`src/pkg/afr_map.svh`:
```
// Register offsets, field positions, reset values and word lengths
// Assumes inclusion by bare name from the package and design files.
`ifndef AFR_MAP_SVH
`define AFR_MAP_SVH

// ----------------------------------------
// Register addresses (six bits)
// ----------------------------------------
`define AFR_A_SETUP_ONE    6'h01
`define AFR_A_SETUP_TWO    6'h02
`define AFR_A_SETUP_THREE  6'h03
`define AFR_A_SOFT_RESET   6'h04
`define AFR_A_CYCLE_RESET  6'h05
`define AFR_A_SETUP_FOUR   6'h06
`define AFR_A_REVISION     6'h07
`define AFR_A_SETUP_FIVE   6'h08
`define AFR_A_SETUP_SIX    6'h09
`define AFR_A_SPARE_A      6'h0a
`define AFR_A_SPARE_B      6'h0b
`define AFR_A_SPARE_C      6'h0c
`define AFR_A_OFFSET_RED   6'h20
`define AFR_A_OFFSET_GREEN 6'h21
`define AFR_A_OFFSET_BLUE  6'h22
`define AFR_A_OFFSET_ALL   6'h23
`define AFR_A_GAIN_RED     6'h28
`define AFR_A_GAIN_GREEN   6'h29
`define AFR_A_GAIN_BLUE    6'h2a
`define AFR_A_GAIN_ALL     6'h2b

// ----------------------------------------
// Reset values
// ----------------------------------------
`define AFR_RST_SETUP_ONE   8'h03
`define AFR_RST_SETUP_TWO   8'h20
`define AFR_RST_SETUP_THREE 8'h1f
`define AFR_RST_ZERO        8'h00
`define AFR_RST_OFFSET      8'h80
`define AFR_RST_GAIN        8'h00
// Arbitrary neutral revision value
`define AFR_REVISION_VAL    8'h5a

// ----------------------------------------
// Field positions and masks
// ----------------------------------------
`define AFR_READ_BIT        4
`define AFR_ONE_DSAMP       1
`define AFR_ONE_MONO        2
`define AFR_ONE_MAXSPD      6
`define AFR_ONE_MASK        8'h7f
`define AFR_TWO_MASK        8'hef
`define AFR_FIVE_MASK       8'h1f
`define AFR_SIX_MASK        8'h0f
`define AFR_FOUR_LINESEQ    0
`define AFR_FOUR_ACYC       1
`define AFR_FOUR_FORCE      2
`define AFR_FIVE_DETECT     0
`define AFR_FIVE_POL        4

// ----------------------------------------
// Word lengths
// ----------------------------------------
`define AFR_ADDR_BITS       6
`define AFR_DATA_BITS       8
`define AFR_FRAME_BITS      14

`endif

```
`src/pkg/afr_pkg.sv`:
```
// Types shared by the front-end register bank
// Assumes afr_map.svh is on the include path.
`include "afr_map.svh"

package afr_pkg;

    // Colour selector codes
    typedef enum logic [1:0] {
        AFR_RED   = 2'h0,
        AFR_GREEN = 2'h1,
        AFR_BLUE  = 2'h2
    } afr_colour_t;

    // Decoded serial frame
    typedef struct packed {
        logic [5:0] addr;
        logic [7:0] data;
    } afr_frame_t;

    // Mode selections seen by the sampling core
    typedef struct packed {
        logic [1:0] input_sel;
        logic [1:0] coef_sel;
        logic       green_blue_off;
        logic       double_sample_enable;
        logic       max_speed_select;
    } afr_route_t;

endpackage : afr_pkg

```
`src/logic/afr_sync.sv`:
```
// Three-stage synchroniser with agreement filter
// Assumes an asynchronous level input and one clock domain.
`timescale 1ns/1ns
`default_nettype none

module afr_sync (
    input  wire logic mclk,
    input  wire logic arst_n,
    input  wire logic pin_in,
    output var  logic level_out
);

    logic s1_r;
    logic s2_r;
    logic s3_r;

    // ----------------------------------------
    // Capture chain
    // ----------------------------------------
    // Level moves only when stages two and three agree
    always_ff @(posedge mclk or negedge arst_n) begin
        if (!arst_n) begin
            s1_r      <= 1'b0;
            s2_r      <= 1'b0;
            s3_r      <= 1'b0;
            level_out <= 1'b0;
        end else begin
            s1_r <= pin_in;
            s2_r <= s1_r;
            s3_r <= s2_r;
            if (s2_r == s3_r) begin
                level_out <= s3_r;
            end
        end
    end

endmodule : afr_sync

`default_nettype wire

```
`src/logic/afr_regs.sv`:
```
// Control register bank of a three-channel scanner front end
// Assumes serial pins from a host, mclk far faster than the serial clock.
//
// Function
// - Colour pixel mode samples all three inputs in parallel, up to 4 MSPS.
// - Channel results are multiplexed into one converter stream, up to 12 MSPS.
// - Single-colour input chosen by setup_three bits 7:6.
// - Writes decode address bits a5 and a3:a0; the offset and gain all-colour addresses update three registers.
// - Timing relations stay the same with double sampling on or off.
// - Write is 6 address then 8 data bits, MSB first, rising clock, strobe.
// - Address bit a4 set reads the register out MSB first on falling edges.
// - Any write to soft reset address restores all registers to defaults.
// - Any write to cycle reset returns auto-cycle to red.
`timescale 1ns/1ns
`default_nettype none
`include "afr_map.svh"

module afr_regs (
    input  wire logic              mclk,
    input  wire logic              arst_n,
    input  wire logic              serial_clk,
    input  wire logic              serial_in,
    input  wire logic              serial_strobe,
    input  wire logic              cycle_pulse,
    output var  logic              serial_out,
    output var  logic [7:0]        setup_one_q,
    output var  logic [7:0]        setup_two_q,
    output var  logic [7:0]        setup_three_q,
    output var  logic [7:0]        setup_four_q,
    output var  logic [7:0]        setup_five_q,
    output var  logic [7:0]        setup_six_q,
    output var  logic [7:0]        offset_red_q,
    output var  logic [7:0]        offset_green_q,
    output var  logic [7:0]        offset_blue_q,
    output var  logic [7:0]        gain_red_q,
    output var  logic [7:0]        gain_green_q,
    output var  logic [7:0]        gain_blue_q,
    output var  afr_pkg::afr_route_t route_q
);

    // ----------------------------------------
    // Pin synchronisers
    // ----------------------------------------
    logic sck_s;
    logic din_s;
    logic stb_s;
    logic acyc_s;

    afr_sync u_sck (.mclk(mclk), .arst_n(arst_n), .pin_in(serial_clk),    .level_out(sck_s));
    afr_sync u_din (.mclk(mclk), .arst_n(arst_n), .pin_in(serial_in),     .level_out(din_s));
    afr_sync u_stb (.mclk(mclk), .arst_n(arst_n), .pin_in(serial_strobe), .level_out(stb_s));
    afr_sync u_acy (.mclk(mclk), .arst_n(arst_n), .pin_in(cycle_pulse),   .level_out(acyc_s));

    logic sck_d_r;
    logic stb_d_r;
    logic acyc_d_r;

    always_ff @(posedge mclk or negedge arst_n) begin
        if (!arst_n) begin
            sck_d_r  <= 1'b0;
            stb_d_r  <= 1'b0;
            acyc_d_r <= 1'b0;
        end else begin
            sck_d_r  <= sck_s;
            stb_d_r  <= stb_s;
            acyc_d_r <= acyc_s;
        end
    end

    // Edge events
    wire sck_rise  = sck_s & ~sck_d_r;
    wire sck_fall  = ~sck_s & sck_d_r;
    wire stb_rise  = stb_s & ~stb_d_r;
    wire acyc_rise = acyc_s & ~acyc_d_r;

    // ----------------------------------------
    // Serial shifter
    // ----------------------------------------
    logic [13:0] shift_r;

    // Bits enter MSB first on rising serial clock
    always_ff @(posedge mclk or negedge arst_n) begin
        if (!arst_n) begin
            shift_r <= 14'h0000;
        end else if (sck_rise) begin
            shift_r <= {shift_r[12:0], din_s};
        end
    end

    afr_pkg::afr_frame_t frame;
    assign frame = shift_r;

    wire       is_read   = frame.addr[`AFR_READ_BIT];
    wire [5:0] reg_addr  = {frame.addr[5], 1'b0, frame.addr[3:0]};
    wire       wr_en     = stb_rise & ~is_read;
    wire       rd_en     = stb_rise & is_read;
    wire [7:0] wdata     = frame.data;

    // ----------------------------------------
    // Address decode
    // ----------------------------------------
    // One strobe per register; combined addresses fan out
    wire hit_one   = wr_en && reg_addr == `AFR_A_SETUP_ONE;
    wire hit_two   = wr_en && reg_addr == `AFR_A_SETUP_TWO;
    wire hit_three = wr_en && reg_addr == `AFR_A_SETUP_THREE;
    wire hit_four  = wr_en && reg_addr == `AFR_A_SETUP_FOUR;
    wire hit_five  = wr_en && reg_addr == `AFR_A_SETUP_FIVE;
    wire hit_six   = wr_en && reg_addr == `AFR_A_SETUP_SIX;
    wire hit_srst  = wr_en && reg_addr == `AFR_A_SOFT_RESET;
    wire hit_crst  = wr_en && reg_addr == `AFR_A_CYCLE_RESET;
    wire hit_oall  = wr_en && reg_addr == `AFR_A_OFFSET_ALL;
    wire hit_gall  = wr_en && reg_addr == `AFR_A_GAIN_ALL;
    wire hit_or    = wr_en && reg_addr == `AFR_A_OFFSET_RED   || hit_oall;
    wire hit_og    = wr_en && reg_addr == `AFR_A_OFFSET_GREEN || hit_oall;
    wire hit_ob    = wr_en && reg_addr == `AFR_A_OFFSET_BLUE  || hit_oall;
    wire hit_gr    = wr_en && reg_addr == `AFR_A_GAIN_RED     || hit_gall;
    wire hit_gg    = wr_en && reg_addr == `AFR_A_GAIN_GREEN   || hit_gall;
    wire hit_gb    = wr_en && reg_addr == `AFR_A_GAIN_BLUE    || hit_gall;

    // ----------------------------------------
    // Register storage
    // ----------------------------------------
    // Soft reset writes defaults; revision has no storage
    always_ff @(posedge mclk or negedge arst_n) begin
        if (!arst_n) begin
            setup_one_q    <= `AFR_RST_SETUP_ONE;
            setup_two_q    <= `AFR_RST_SETUP_TWO;
            setup_three_q  <= `AFR_RST_SETUP_THREE;
            setup_four_q   <= `AFR_RST_ZERO;
            setup_five_q   <= `AFR_RST_ZERO;
            setup_six_q    <= `AFR_RST_ZERO;
            offset_red_q   <= `AFR_RST_OFFSET;
            offset_green_q <= `AFR_RST_OFFSET;
            offset_blue_q  <= `AFR_RST_OFFSET;
            gain_red_q     <= `AFR_RST_GAIN;
            gain_green_q   <= `AFR_RST_GAIN;
            gain_blue_q    <= `AFR_RST_GAIN;
        end else if (hit_srst) begin
            setup_one_q    <= `AFR_RST_SETUP_ONE;
            setup_two_q    <= `AFR_RST_SETUP_TWO;
            setup_three_q  <= `AFR_RST_SETUP_THREE;
            setup_four_q   <= `AFR_RST_ZERO;
            setup_five_q   <= `AFR_RST_ZERO;
            setup_six_q    <= `AFR_RST_ZERO;
            offset_red_q   <= `AFR_RST_OFFSET;
            offset_green_q <= `AFR_RST_OFFSET;
            offset_blue_q  <= `AFR_RST_OFFSET;
            gain_red_q     <= `AFR_RST_GAIN;
            gain_green_q   <= `AFR_RST_GAIN;
            gain_blue_q    <= `AFR_RST_GAIN;
        end else begin
            if (hit_one)   setup_one_q    <= wdata & `AFR_ONE_MASK;
            if (hit_two)   setup_two_q    <= wdata & `AFR_TWO_MASK;
            if (hit_three) setup_three_q  <= wdata;
            if (hit_four)  setup_four_q   <= wdata;
            if (hit_five)  setup_five_q   <= wdata & `AFR_FIVE_MASK;
            if (hit_six)   setup_six_q    <= wdata & `AFR_SIX_MASK;
            if (hit_or)    offset_red_q   <= wdata;
            if (hit_og)    offset_green_q <= wdata;
            if (hit_ob)    offset_blue_q  <= wdata;
            if (hit_gr)    gain_red_q     <= wdata;
            if (hit_gg)    gain_green_q   <= wdata;
            if (hit_gb)    gain_blue_q    <= wdata;
        end
    end

    // ----------------------------------------
    // Read-back mux
    // ----------------------------------------
    logic [7:0] rd_val;

    // Unmapped, spare and write-only addresses read zero
    always_comb begin
        unique case (reg_addr)
            `AFR_A_SETUP_ONE:    rd_val = setup_one_q;
            `AFR_A_SETUP_TWO:    rd_val = setup_two_q;
            `AFR_A_SETUP_THREE:  rd_val = setup_three_q;
            `AFR_A_SETUP_FOUR:   rd_val = setup_four_q;
            `AFR_A_REVISION:     rd_val = `AFR_REVISION_VAL;
            `AFR_A_SETUP_FIVE:   rd_val = setup_five_q;
            `AFR_A_SETUP_SIX:    rd_val = setup_six_q;
            `AFR_A_OFFSET_RED:   rd_val = offset_red_q;
            `AFR_A_OFFSET_GREEN: rd_val = offset_green_q;
            `AFR_A_OFFSET_BLUE:  rd_val = offset_blue_q;
            `AFR_A_GAIN_RED:     rd_val = gain_red_q;
            `AFR_A_GAIN_GREEN:   rd_val = gain_green_q;
            `AFR_A_GAIN_BLUE:    rd_val = gain_blue_q;
            default:             rd_val = 8'h00;
        endcase
    end

    // ----------------------------------------
    // Read-back shifter
    // ----------------------------------------
    logic [7:0] out_sh_r;
    logic [3:0] out_cnt_r;

    // Load on strobe, present MSB, advance on falling serial clock
    always_ff @(posedge mclk or negedge arst_n) begin
        if (!arst_n) begin
            out_sh_r   <= 8'h00;
            out_cnt_r  <= 4'h0;
            serial_out <= 1'b0;
        end else if (rd_en) begin
            out_sh_r   <= {rd_val[6:0], 1'b0};
            out_cnt_r  <= 4'h7;
            serial_out <= rd_val[7];
        end else if (sck_fall && out_cnt_r != 4'h0) begin
            out_sh_r   <= {out_sh_r[6:0], 1'b0};
            out_cnt_r  <= out_cnt_r - 4'h1;
            serial_out <= out_sh_r[7];
        end
    end

    // ----------------------------------------
    // Auto-cycle colour sequencer
    // ----------------------------------------
    afr_pkg::afr_colour_t cyc_r;
    afr_pkg::afr_colour_t cyc_nxt;

    always_comb begin
        unique case (cyc_r)
            afr_pkg::AFR_RED:   cyc_nxt = afr_pkg::AFR_GREEN;
            afr_pkg::AFR_GREEN: cyc_nxt = afr_pkg::AFR_BLUE;
            default:            cyc_nxt = afr_pkg::AFR_RED;
        endcase
    end

    wire acyc_on = setup_four_q[`AFR_FOUR_ACYC];

    // Cycle-reset and soft reset win over a pulse
    always_ff @(posedge mclk or negedge arst_n) begin
        if (!arst_n) begin
            cyc_r <= afr_pkg::AFR_RED;
        end else if (hit_crst || hit_srst) begin
            cyc_r <= afr_pkg::AFR_RED;
        end else if (acyc_rise && acyc_on) begin
            cyc_r <= cyc_nxt;
        end
    end

    // ----------------------------------------
    // Route selection
    // ----------------------------------------
    wire       line_seq  = setup_four_q[`AFR_FOUR_LINESEQ];
    wire       force_en  = setup_four_q[`AFR_FOUR_FORCE];
    wire [1:0] colour_pick = setup_four_q[5:4];
    wire [1:0] force_pick  = setup_four_q[7:6];
    wire [1:0] mono_pick   = setup_three_q[7:6];
    wire [1:0] coef_line   = acyc_on ? cyc_r : colour_pick;
    wire [1:0] in_line     = force_en ? force_pick : coef_line;
    wire       mono      = setup_one_q[`AFR_ONE_MONO];
    wire       maxspd    = setup_one_q[`AFR_ONE_MAXSPD];

    afr_pkg::afr_route_t route_nxt;

    // Line mode follows mux modes; mono uses channel field
    always_comb begin
        route_nxt.input_sel            = line_seq ? in_line : mono_pick;
        route_nxt.coef_sel             = line_seq ? coef_line : mono_pick;
        route_nxt.green_blue_off       = line_seq;
        route_nxt.double_sample_enable = setup_one_q[`AFR_ONE_DSAMP] & ~maxspd;
        route_nxt.max_speed_select     = maxspd;
        if (!line_seq && !mono) begin
            route_nxt.input_sel = afr_pkg::AFR_RED;
            route_nxt.coef_sel  = afr_pkg::AFR_RED;
        end
    end

    // Route is pure configuration; no timing path depends on it
    always_ff @(posedge mclk or negedge arst_n) begin
        if (!arst_n) begin
            route_q <= '0;
        end else begin
            route_q <= route_nxt;
        end
    end

endmodule : afr_regs

`default_nettype wire

```
`config.mk`:
```
export PLATFORM = sky130hd
export DESIGN_NAME = afr_regs
export DESIGN_NICKNAME = d
export VERILOG_FILES = /design/src/pkg/afr_pkg.sv /design/src/logic/afr_sync.sv /design/src/logic/afr_regs.sv
export VERILOG_INCLUDE_DIRS = /design/src /design/src/pkg
export SDC_FILE = /design/constraint.sdc
export NUM_CORES = 1
export LEC_CHECK = 0
export ABC_AREA = 1
export BUFFER_PORTS_ARGS = -buffer_cell sky130_fd_sc_hd__buf_2
export CAP_MARGIN = 10
export CORE_MARGIN = 1.5
export CORE_UTILIZATION = 56
export CTS_BUF_LIST = sky130_fd_sc_hd__clkbuf_16
export DETAILED_ROUTE_END_ITERATION = 8
export GPL_ROUTABILITY_DRIVEN = 0
export PLACE_DENSITY = 0.79
export SYNTH_ARGS = -nofsm -noshare
export SYNTH_HDL_FRONTEND = slang
export SYNTH_SLANG_ARGS = --single-unit
```
`constraint.sdc`:
```
create_clock -name mclk -period 1.92 [get_ports mclk]
set_input_delay 0.288 -clock mclk [delete_from_list [all_inputs] [get_ports mclk]]
set_output_delay 0.288 -clock mclk [all_outputs]
set_load 0.05 [all_outputs]
```
Word level (Yosys, flattened, before mapping). Index checks and enable logic that the tools add are counted.

Latch bits: 0. Memory bits (read-only): 0. Input port bits: 6. Register bits: 151. Memories kept: 0. Memory bits (writable): 0. Word-level logic and storage cells: 160. Output and inout port bits: 104.

Muxes and demuxes: 39. Divide/modulo/power cells: 0. Eq/ne operators: 22. Shift-type cells: 0. $add $sub $neg: 1. Bitwise logic cells: 13. Multiply operators: 0. $lt $le $gt $ge: 0. Reductions and logical operators: 44.

Operators by type and width (number): 8-bit 2-to-1 mux (26); 8-bit case mux with 13 select lines (1); 5-bit == test, second input constant (8); 2-bit nonzero test (14); 5-bit by 3-bit == test with 1-bit output, second input constant (4); 1-bit logical AND (19); 2-bit 2-to-1 mux (6); 4-bit 2-to-1 mux (3); 5-bit by 2-bit == test with 1-bit output, second input constant (2); 5-bit by 4-bit == test with 1-bit output, second input constant (2); 1-bit bitwise AND (7); 1-bit logical OR (7); 1-bit inverter (6); 5-bit by 1-bit == test with 1-bit output, second input constant (1); 1-bit == test (4); 2-bit case mux with 2 select lines (1); 4-bit nonzero test (1); 4-bit by 1-bit subtractor with 4-bit output, second input constant (1); 2-bit by 1-bit == test with 1-bit output, second input constant (1); 1-bit logical NOT (2); 2-bit logical NOT (1); 1-bit 2-to-1 mux (2).

Depth between registers and ports, before layout. Gate-level depths: netlist of the first run.

Word-level depth: 7. Depth in mapped cells: 12. Mapped depth without buffers: 11.

Modules after synthesis. From an unflattened synthesis of the first run, not the netlist that was laid out.

Cells, all modules: 740. Area total of the unflattened synthesis: 6323.6 um2.

By module, submodules not included: afr_regs (instances 1, cells an instance 708, area each 5858.1 um2, sequential area each 3141.8 um2); afr_sync (instances 4, cells an instance 8, area each 116.4 um2, sequential area each 100.1 um2).

Least setup slack after synthesis of the first run. OpenSTA, ideal clock, no wires.

Path type: register to register. Start: register out_cnt_r[0]. End: register out_cnt_r[2]. Path slack: 330 ps. Clock period less this slack: 1590 ps. Arrival: 1463 ps. Buffers on the path: 0. Library setup time: 127 ps. Cell stages (with the launch flop): 10. Required time: 1793 ps. Cells stage by stage: dfrtp_1 > inv_1 > ha_1 > nand2_1 > o21ai_0 > nor2_1 > nor2_1 > inv_1 > a21oi_1 > or2_2.

Longest elaborated chain between the ends: 3. Elaborated cells on any way between the ends: 6. Those cells by class: 1 x add/sub; 2 x mux; 3 x reduce/logical.

Ends and longest elaborated chain: start, declared (RTL line afr_regs.sv:196) `logic [3:0] out_cnt_r;`; start signal, assigned (RTL line afr_regs.sv:210) `out_cnt_r <= out_cnt_r - 4'h1;`; 4-bit by 1-bit subtractor with 4-bit output or 4-bit nonzero test (tied branches) (RTL line afr_regs.sv:210, afr_regs.sv:208); 4-bit 2-to-1 mux or 1-bit logical AND (tied branches) (RTL line afr_regs.sv:208) `end else if (sck_fall && out_cnt_r != 4'h0) begin`; 4-bit 2-to-1 mux or 2-bit nonzero test (tied branches).

Parallel ways exist; a longest one is shown, timed or not. The select of a mux whose other input is x is not followed. A chain may end at the register's enable or synchronous reset.

Worst setup path in the final report of the first run.
Start: register shift_r[10], in the netlist frame[10]. End: register out_sh_r[2].

Longest elaborated chain between the ends: 3. Elaborated cells on any way between the ends: 15. Those cells by class: 13 x eq/ne; 2 x mux.

Ends and longest elaborated chain: start, declared (RTL line afr_regs.sv:79) `logic [13:0] shift_r;`; start signal, assigned (RTL line afr_regs.sv:86) `shift_r <= {shift_r[12:0], din_s};`; 5-bit == test, or another cell as far along (RTL line afr_regs.sv:174) `unique case (reg_addr)`; 8-bit case mux with 13 select lines (*) (RTL line afr_regs.sv:174); 8-bit 2-to-1 mux (*) (RTL line afr_regs.sv:204) `end else if (rd_en) begin`; end signal, assigned (RTL line afr_regs.sv:205) `out_sh_r <= {rd_val[6:0], 1'b0};`; end signal, assigned (RTL line afr_regs.sv:209) `out_sh_r <= {out_sh_r[6:0], 1'b0};`; end, declared (RTL line afr_regs.sv:195) `logic [7:0] out_sh_r;`.

Mark *: on every way between the ends. The rest lies on a longest branch, timed or not.

==> results of run 1 <==
==> cell usage in the layout (no fill, tap or decap), types with 2 or more instances in the layout <==
| cell type | n |
|---|---|
| sky130_fd_sc_hd__a21oi_1 | 37 |
| sky130_fd_sc_hd__a21oi_2 | 2 |
| sky130_fd_sc_hd__a21oi_4 | 3 |
| sky130_fd_sc_hd__a31oi_1 | 2 |
| sky130_fd_sc_hd__buf_12 | 8 |
| sky130_fd_sc_hd__buf_2 | 99 |
| sky130_fd_sc_hd__buf_4 | 33 |
| sky130_fd_sc_hd__buf_6 | 2 |
| sky130_fd_sc_hd__bufinv_16 | 2 |
| sky130_fd_sc_hd__clkbuf_16 | 17 |
| sky130_fd_sc_hd__clkinv_1 | 7 |
| sky130_fd_sc_hd__clkinv_2 | 3 |
| sky130_fd_sc_hd__clkinvlp_4 | 3 |
| sky130_fd_sc_hd__conb_1 | 9 |
| sky130_fd_sc_hd__dfrtp_1 | 130 |
| sky130_fd_sc_hd__dfstp_2 | 11 |
| sky130_fd_sc_hd__dlygate4sd3_1 | 5 |
| sky130_fd_sc_hd__inv_1 | 41 |
| sky130_fd_sc_hd__inv_2 | 3 |
| sky130_fd_sc_hd__inv_6 | 2 |
| sky130_fd_sc_hd__maj3_1 | 4 |
| sky130_fd_sc_hd__nand2_1 | 198 |
| sky130_fd_sc_hd__nand2_2 | 2 |
| sky130_fd_sc_hd__nand2_4 | 7 |
| sky130_fd_sc_hd__nand3_1 | 37 |
| sky130_fd_sc_hd__nand3_2 | 2 |
| sky130_fd_sc_hd__nand4_1 | 20 |
| sky130_fd_sc_hd__nor2_1 | 68 |
| sky130_fd_sc_hd__nor2_2 | 9 |
| sky130_fd_sc_hd__nor2_4 | 4 |
| sky130_fd_sc_hd__o211ai_1 | 2 |
| sky130_fd_sc_hd__o21ai_0 | 43 |
| sky130_fd_sc_hd__o21ai_1 | 52 |
==> cell type report <==
cell class | count | area [sq um]
sequential | 141 | 3540
clock inverter | 15 | 129
fill | 781 | 2990
clock buffer | 17 | 425
timing repair buffer | 147 | 976
inverter | 47 | 184
multi-input combinational | 513 | 2470
tap | 140 | 175
==> where the power goes <==
part	switching [mW]	total, mW	internal, mW
registers	1.02	5.15	4.13
logic	5.41	7.10	1.69
clock network	1.23	3.10	1.87
total	7.67	15.4	7.69
==> registers in the layout (all words and copies together), names as in the netlist, 8 cells and up <==
register        flops
gain_red_q          8
offset_red_q        8
gain_blue_q         8
offset_blue_q       8
setup_three_q       8
setup_four_q        8
frame              14
offset_green_q      8
gain_green_q        8
==> through the flow <==
step | power, mW | setup TNS [ps] | instances | area [sq um] | hold WS [ps]
3_5_place_dp | 12.0 | -52.6 | 971 | 7070 | 240
6_report | 15.4 | 0 | 1020 | 7900 | 348
5_1_grt | 16.1 | -237 | 1020 | 7900 | 353
3_3_place_gp | 11.8 | 0 | 971 | 7070 | 239
2_1_floorplan | 9.90 | 0 | 736 | 6300 | -7.59
4_1_cts | 15.1 | 0 | 1008 | 7700 | 352
==> kinds of logic (layout without fill, tap and decap cells) <==
kind of cell / count (synthesis) / count (layout) / share of synthesized area
xor gates and xnor gates: 1 / 1 / 0.00140
buffers and inverters: 83 / 226 / 0.0624
DFF: 141 / 141 / 0.565
other: 1 / 9 / 0.000598
AOI/OAI and AO/OA: 147 / 147 / 0.124
adders and majority gates: 5 / 5 / 0.00838
and+or+nand+nor: 350 / 351 / 0.238
==> final timing paths <==
kind                                          endpoint  slack [ps]  cells after the start
setup / recovery               out_sh_r[2]$_DFFE_PN0P_          80                     11
hold / removal                    u_sck.s2_r$_DFF_PN0_         350                      0
setup reg to reg               out_sh_r[2]$_DFFE_PN0P_          80                     11
hold reg to reg                   u_sck.s2_r$_DFF_PN0_         350                      0
max in group asynchronous  offset_red_q[7]$_DFFE_PN1P_         880                      3
min in group asynchronous  setup_four_q[7]$_DFFE_PN0P_         370                      2
==> critical path: cells and delay by family (launching register included) <==
kind,cells,cell delay (ps)
AO/OA/AOI/OAI,1,160
AND/OR/NAND/NOR,7,690
buffers and inverters,3,450
flip-flops,1,440
==> timing repair <==
| action | 4_1_cts | 5_1_grt |
|---|---|---|
| endpoints found under the setup margin | 4 | 59 |
| hold buffers | 5 | 0 |
| pin swaps | 0 | 1 |
| cloned | 0 | 1 |
| endpoints found under the hold margin | 39 | 0 |
| resized for setup | 4 | 21 |
| buffers inserted | 0 | 11 |
==> per-layer routing <==
metal	GRT usage	share of wire
met1	0.444	0.39
met2	0.515	0.46
met5	0	0
met4	0.192	0.053
met3	0.0658	0.10
==> reports/results.md, run 1 <==
| Step | Item | This run |
| --- | --- | --- |
| clock network | Insertion delay of the later-clocked pin in the worst-skew pair | 420 ps |
| sta | Final clock skew | 9.25 ps |
| placement | Number of I/O port buffers | 100 |
| clock network | Clock sink count | 141 |
| layout | Synthesis-to-finish area growth | 25.9% |
| layout | Final nets | 874 |
| worst setup path | Most used cell along the critical path | sky130_fd_sc_hd__nand2_1 |
| layout | Share of the core filled with cells in the final layout | 0.725 |
| drt | Total number of vias | 5928 |
| synthesis | Post-synthesis async set-or-reset flop share | 1.00 |
| global routing | Maximum number of pins on one net before global-route repair | 53 |
| worst setup path | Crit Path Max Fanout | 29 |
| synthesis | Most common cell in the synthesized netlist | sky130_fd_sc_hd__nand2_1 |
| clock network | Buffer levels on the longest clock path | 2 |
| drt | Via count normalized by instance count | 5.81 |
| hold path | Worst Hold Launch | u_sck.s1_r$_DFF_PN0_ |
| clock network | Buffer type at the clock tree root | sky130_fd_sc_hd__clkbuf_16 |
| floorplanning | Width of the die | 109 microns |
| drt | Final wirelength | 18.8 mm |
| run status | Status | finished, final reports clean |
| global routing | Vias in the first global route | 5513 |
| synthesis | Commonest register cell after synthesis | sky130_fd_sc_hd__dfrtp_1 |
| synthesis | Synth cell types | 39 |
| worst setup path | Worst EP arrival | 2170 ps |
| drt | Detailed-route DRC error count | 0 |
| sta | Setup Viol. Count Final | 0 |
| floorplanning | I/O pin cnt | 110 |
| synthesis | Synthesized instance count | 728 |
| job | MaxCap Viol Count | 0 |
| floorplanning | Y dimension of the die | 109 microns |
| synthesis | Share of the synthesized area in the top cell type | 0.519 |
| sta | Min Clock Period, post-route | 1840 ps |
| worst setup path | Launching element of the worst setup path | frame[10]$_DFFE_PN0P_ |
| power | Leakage dissipation | 3.97 nW |
| drt | Drt initial violations | 697 |
| drt | Wire per inst | 18.4 microns |
| floorplanning | Placeable Area | 10900 sq um |
| synthesis | Avg Inst Size Synth | 8.62 sq um |
| synthesis | Main area contributors after synthesis | sky130_fd_sc_hd__dfrtp_1 52%, sky130_fd_sc_hd__nand2_1 12%, sky130_fd_sc_hd__dfstp_2 4.6%, sky130_fd_sc_hd__nor2_1 4.3%, sky130_fd_sc_hd__o21ai_1 4.1% |
| worst setup path | Critical Setup Path Class | flip-flop to flip-flop |
| synthesis | Biggest area consumer among synthesized cells | sky130_fd_sc_hd__dfrtp_1 |
| clock network | CTS buffer count | 17 |
| synthesis | Summed instance area of the synthesized netlist | 6270 sq um |
| synthesis | Number of flip-flops and latches in the synthesized netlist | 141 |
| synthesis | Synthesis warning total | 0 |
| clock network | CTS clk-pin slew, worst paths | 60 ps |
| hold path | Worst Hold Class | flip-flop to flip-flop |
| worst setup path | Slowest cell on the critical path | sky130_fd_sc_hd__dfrtp_1 |
| synthesis | Top cells by instance count after synthesis | 200 x sky130_fd_sc_hd__nand2_1, 130 x sky130_fd_sc_hd__dfrtp_1, 72 x sky130_fd_sc_hd__nor2_1 |
| worst setup path | Data required time of the worst path | 2250 ps |
| floorplanning | Cell row count | 38 |
| sta | Actual transition at the worst max-transition pin | 677 ps |
| synthesis | Sequential element share of the synthesized area | 0.565 |
| layout | Ant. Diodes | 0 |
| power | Worst vdd ir | 1120 uV |
| floorplanning | Initial Util | 0.576 |
| global routing | Initial antenna violation count | 0 |
| worst setup path | Biggest cell delay along the critical path | 440 ps |
| worst setup path | Startpoint types | flip-flop |
| global routing | Total global-route track usage | 0.334 |
| clock network | CTS tree | yes |
| placement | DP HPWL | 13.0 mm |
| clock network | Number of levels the H-tree was split into | 4 |
| sta | Smallest setup slack after layout | 78.5 ps |
| sta | Setup repair after global routing missed its margin | yes |
| sta | Max Slew Vio Count | 0 |
| worst setup path | Ordered list of cells on the worst path | nor2_2, buf_12, inv_1, nor2_1, buf_4, nand2_1, nand2_1, nor2_1, nand3_1, nand2_1, a21oi_1 |
| placement | Worst setup timing slack at the placement stage | -39.0 ps |
| sta | Count of endpoints failing hold in the final timing report | 0 |
| global routing | First-pass GRT wire length | 29.2 mm |
| layout | Share of layout cells above drive strength 1 | 0.247 |
| power | Areal power density over the cells | 1940 nW/um^2 |
| floorplanning | DIE AREA | 11800 sq um |
| sta | Max_slew headroom | 0.548 |
| sta | Post-route fraction of the period consumed by the critical path | 0.959 |
| drt | Drt pass-1 iters | 8 |
| synthesis | Number of enable-type register cells in the synthesized netlist | 0 |
| worst setup path | Element type at the critical path end | flip-flop |
| drt | Final ANT Viol Nets | 0 |
| sta | Fmax achieved | 0.543 GHz |
| global routing | Sum of overflow across all layers after global routing | 0 |
| worst setup path | Critical register-to-register path startpoint | frame[10]$_DFFE_PN0P_ |
(Power assumes the default switching activity.)
==> run 2: changes to the inputs <==
==> constraint.sdc (replaced) <==
create_clock -name mclk -period 1.92 [get_ports mclk]
set_input_delay 0.48 -clock mclk [delete_from_list [all_inputs] [get_ports mclk]]
set_output_delay 0.48 -clock mclk [all_outputs]
set_load 0.05 [all_outputs]
==> reports/results.md, run 2 (synthesis results as in run 1) <==
| Step | Item | This run | vs previous |
| --- | --- | --- | --- |
| sta | Min Clock Period, post-route | 1880 ps | +37.9 ps |
| placement | Post-detailed-placement cell area | 7070 sq um | about the same |
| layout | Share of the core filled with cells in the final layout | 0.726 | +0.00103 |
| worst setup path | Crit Path Max Fanout | 11 | -62% |
| hold path | Worst Hold Launch | cycle_pulse |  |
| worst setup path | Cell count of the worst reg-to-reg path | 8 | -3 |
| floorplanning | I/O pin cnt | 110 | unchanged |
| clock network | Clock sink count | 141 | unchanged |
| global routing | Total global-route track usage | 0.335 | +0.000477 |
| power | Portion of total power attributed to combinational logic | 0.446 | -0.016 |
| sta | Post-route fraction of the period consumed by the critical path | 0.979 | +0.0197 |
| floorplanning | Cell row count | 38 | unchanged |
| worst setup path | Critical register-to-register path startpoint | frame[11]$_DFFE_PN0P_ |  |
| power | Clock Power Share | 0.227 | +0.025 |
| sta | Setup Viol. Count Final | 0 | unchanged |
| clock network | CTS buffer count | 17 | unchanged |
| drt | Detailed-route DRC error count | 0 | unchanged |
| floorplanning | Placeable Area | 10900 sq um | unchanged |
| layout | Synthesis-to-finish area growth | 26.1% |  |
| worst setup path | Critical Setup Path Class | flip-flop to flip-flop |  |
| worst setup path | Data required time of the worst path | 2210 ps | -40 ps |
| worst setup path | Startpoint types | flip-flop |  |
| placement | Number of I/O port buffers | 100 | unchanged |
| layout | Final nets | 867 | -0.80% |
| power | Leakage dissipation | 3.98 nW | +0.43% |
| layout | Share of layout cells above drive strength 1 | 0.249 | +0.00198 |
| run status | Status | finished, final reports clean |  |
| layout | Leading cell type in the layout, fill and taps excluded | sky130_fd_sc_hd__nand2_1 |  |
| worst setup path | Worst EP arrival | 2170 ps | about the same |
| clock network | CTS tree | yes |  |
| power | Switch Pwr | 7.72 mW | +0.64% |
| sta | Max Slew Vio Count | 0 | unchanged |
| sta | Count of endpoints failing hold in the final timing report | 0 | unchanged |
| drt | Final wirelength | 18.8 mm | +0.13% |
| hold path | Hold-critical path endpoint | u_acy.s1_r$_DFF_PN0_ |  |
| drt | Wire per inst | 18.5 microns | +0.83% |
| floorplanning | DIE AREA | 11800 sq um | unchanged |
| sta | Actual transition at the worst max-transition pin | 671 ps | -5.84 ps |
| global routing | Maximum number of pins on one net before global-route repair | 57 | +7.5% |
| worst setup path | Element type at the critical path end | flip-flop |  |
| clock network | Number of levels the H-tree was split into | 4 | unchanged |
| power | Sequential share of power | 0.327 | -0.008 |
| sta | Final clock skew | 12.1 ps | +2.81 ps |
| layout | Largest register FFs | 14 | unchanged |
| layout | Post-Layout Inst Area | 7910 sq um | +0.14% |
| global routing | Sum of overflow across all layers after global routing | 0 | unchanged |
| clock network | CTS clk-pin slew, worst paths | 60 ps | about the same |
| drt | Total number of vias | 5983 | +0.93% |
| power | Internal power summed over all cells | 8.10 mW | +5.3% |
| worst setup path | Launching element of the worst setup path | frame[11]$_DFFE_PN0P_ |  |
| sta | Smallest setup slack after layout | 40.6 ps | -37.9 ps |
| power | Proportion of total power due to net switching | 0.488 | -0.0113 |
| drt | Final ANT Viol Nets | 0 | unchanged |
| global routing | Vias in the first global route | 5497 | -0.29% |
| global routing | Initial antenna violation count | 0 | unchanged |
| drt | Drt initial violations | 712 | +2.2% |
| floorplanning | Width of the die | 109 microns | unchanged |
| layout | Ant. Diodes | 0 | unchanged |
| worst setup path | FF-to-FF End | setup_five_q[2]$_DFFE_PN0P_ |  |
| floorplanning | Y dimension of the die | 109 microns | unchanged |
| hold path | Worst Hold Class | primary input to flip-flop |  |
| sta | Worst hold margin | 160 ps | -189 ps |
| layout | Commonest cells after routing, fill and taps aside | 200 x sky130_fd_sc_hd__nand2_1, 130 x sky130_fd_sc_hd__dfrtp_1, 99 x sky130_fd_sc_hd__buf_2, 67 x sky130_fd_sc_hd__nor2_1, 51 x sky130_fd_sc_hd__o21ai_1 |  |
| sta | Max_slew headroom | 0.552 | +0.00391 |
| placement | Worst setup timing slack at the placement stage | -40.7 ps | -1.69 ps |
| power | Areal power density over the cells | 2000 nW/um^2 | +2.8% |
| power | Worst vdd ir | 1240 uV | +11% |
| clock network | Buffer type at the clock tree root | sky130_fd_sc_hd__clkbuf_16 |  |
| hold path | Cells on Worst Hold Path | 1 | +1 |
| floorplanning | Initial Util | 0.576 | unchanged |
| job | MaxCap Viol Count | 0 | unchanged |
| worst setup path | Slack of the worst reg-to-reg path | 40 ps | -40 ps |
| global routing | First-pass GRT wire length | 29.0 mm | -0.71% |
| drt | Via count normalized by instance count | 5.91 | +1.6% |
| layout | Fill cell count | 774 | -0.90% |
| sta | Setup repair after global routing missed its margin | yes |  |
| placement | DP HPWL | 12.8 mm | -1.9% |
| clock network | Buffer levels on the longest clock path | 2 | unchanged |
| clock network | Insertion delay of the later-clocked pin in the worst-skew pair | 430 ps | about the same |
| drt | Drt pass-1 iters | 6 | -2 |
| sta | Fmax achieved | 0.532 GHz | -2.0% |
==> run 2: cell types whose count changed in the layout (fill, tap and decap cells not counted), sizes merged <==
cell | previous run | this run
clkinvlp | 3 | 2
clkinv | 10 | 8
nand2 | 207 | 206
dlygate4sd3 | 5 | 1
bufinv | 2 | 5
buf | 142 | 140
==> run 2: critical path: stages, from the launching register on <==
cell and delay [ps]:
sky130_fd_sc_hd__dfrtp_1 430, sky130_fd_sc_hd__inv_1 130, sky130_fd_sc_hd__nand3_2 150, sky130_fd_sc_hd__nor3_4 270
sky130_fd_sc_hd__nand2_4 170, sky130_fd_sc_hd__buf_4 190, sky130_fd_sc_hd__nand2_1 120, sky130_fd_sc_hd__buf_12 160
sky130_fd_sc_hd__o21ai_0 120
==> run 2: what timing repair did <==
action | in CTS | in global routing
endpoints found under the hold margin | 28 | 0
setup endpoints to repair | 11 | 66
setup buffers | 0 | 10
gates resized for setup | 5 | 13
hold buffers | 1 | 0
pin swaps | 0 | 3
==> run 2: how the worst max path moves through the flow <==
stage / endpoint / slack, ps / depth (start not counted)
5_1_grt: out_sh_r[5]$_DFFE_PN0P_ / -30 / 10
3_5_place_dp: setup_one_q[1]$_DFFE_PN1P_ / -40 / 9
4_1_cts: setup_six_q[1]$_DFFE_PN0P_ / 20 / 8
6_report: setup_five_q[2]$_DFFE_PN0P_ / 40 / 8
2_1_floorplan: out_cnt_r[2]$_DFFE_PN0P_ / 330 / 9
3_3_place_gp: setup_one_q[0]$_DFFE_PN1P_ / 90 / 9
==> run 2: area by class of cell <==
cell class,instances,area [sq um],share of cell area
multi-input cells,512,2440,0.309
flip-flops and latches,141,3540,0.448
well taps,140,175,0.0221
repair buffers,141,917,0.116
inverters,47,184,0.0233
clock buffers,17,425,0.0538
clock inverters,15,223,0.0282
==> run 2: layer usage <==
layer  wire length, microns  track usage  vias up  share of wire
li1                       -            -     2643              -
met1                   7150        0.454     2826           0.38
met2                   8640        0.510      424           0.46
met4                    887        0.164        0          0.047
met3                   2110       0.0777       90           0.11
met5                      0            0        -              0
==> run 2: metrics by stage <==
stage | power (mW) | std cells | setup TNS (ps)
3_3_place_gp | 11.8 | 970 | 0
5_1_grt | 16.5 | 1013 | -144
2_1_floorplan | 9.90 | 736 | 0
6_report | 15.8 | 1013 | 0
4_1_cts | 15.6 | 1003 | 0
3_5_place_dp | 12.0 | 970 | -76.8
==> run 2: power groups by stage <==
stage | combinational, mW | clock, mW | sequential [mW]
finish | 7.06 | 3.58 | 5.17
global placement | 6.70 | 0 | 5.10
global route | 7.48 | 3.75 | 5.29
detailed placement | 6.85 | 0 | 5.15
CTS | 6.91 | 3.61 | 5.12
floorplan | 2.20 | 0 | 7.70
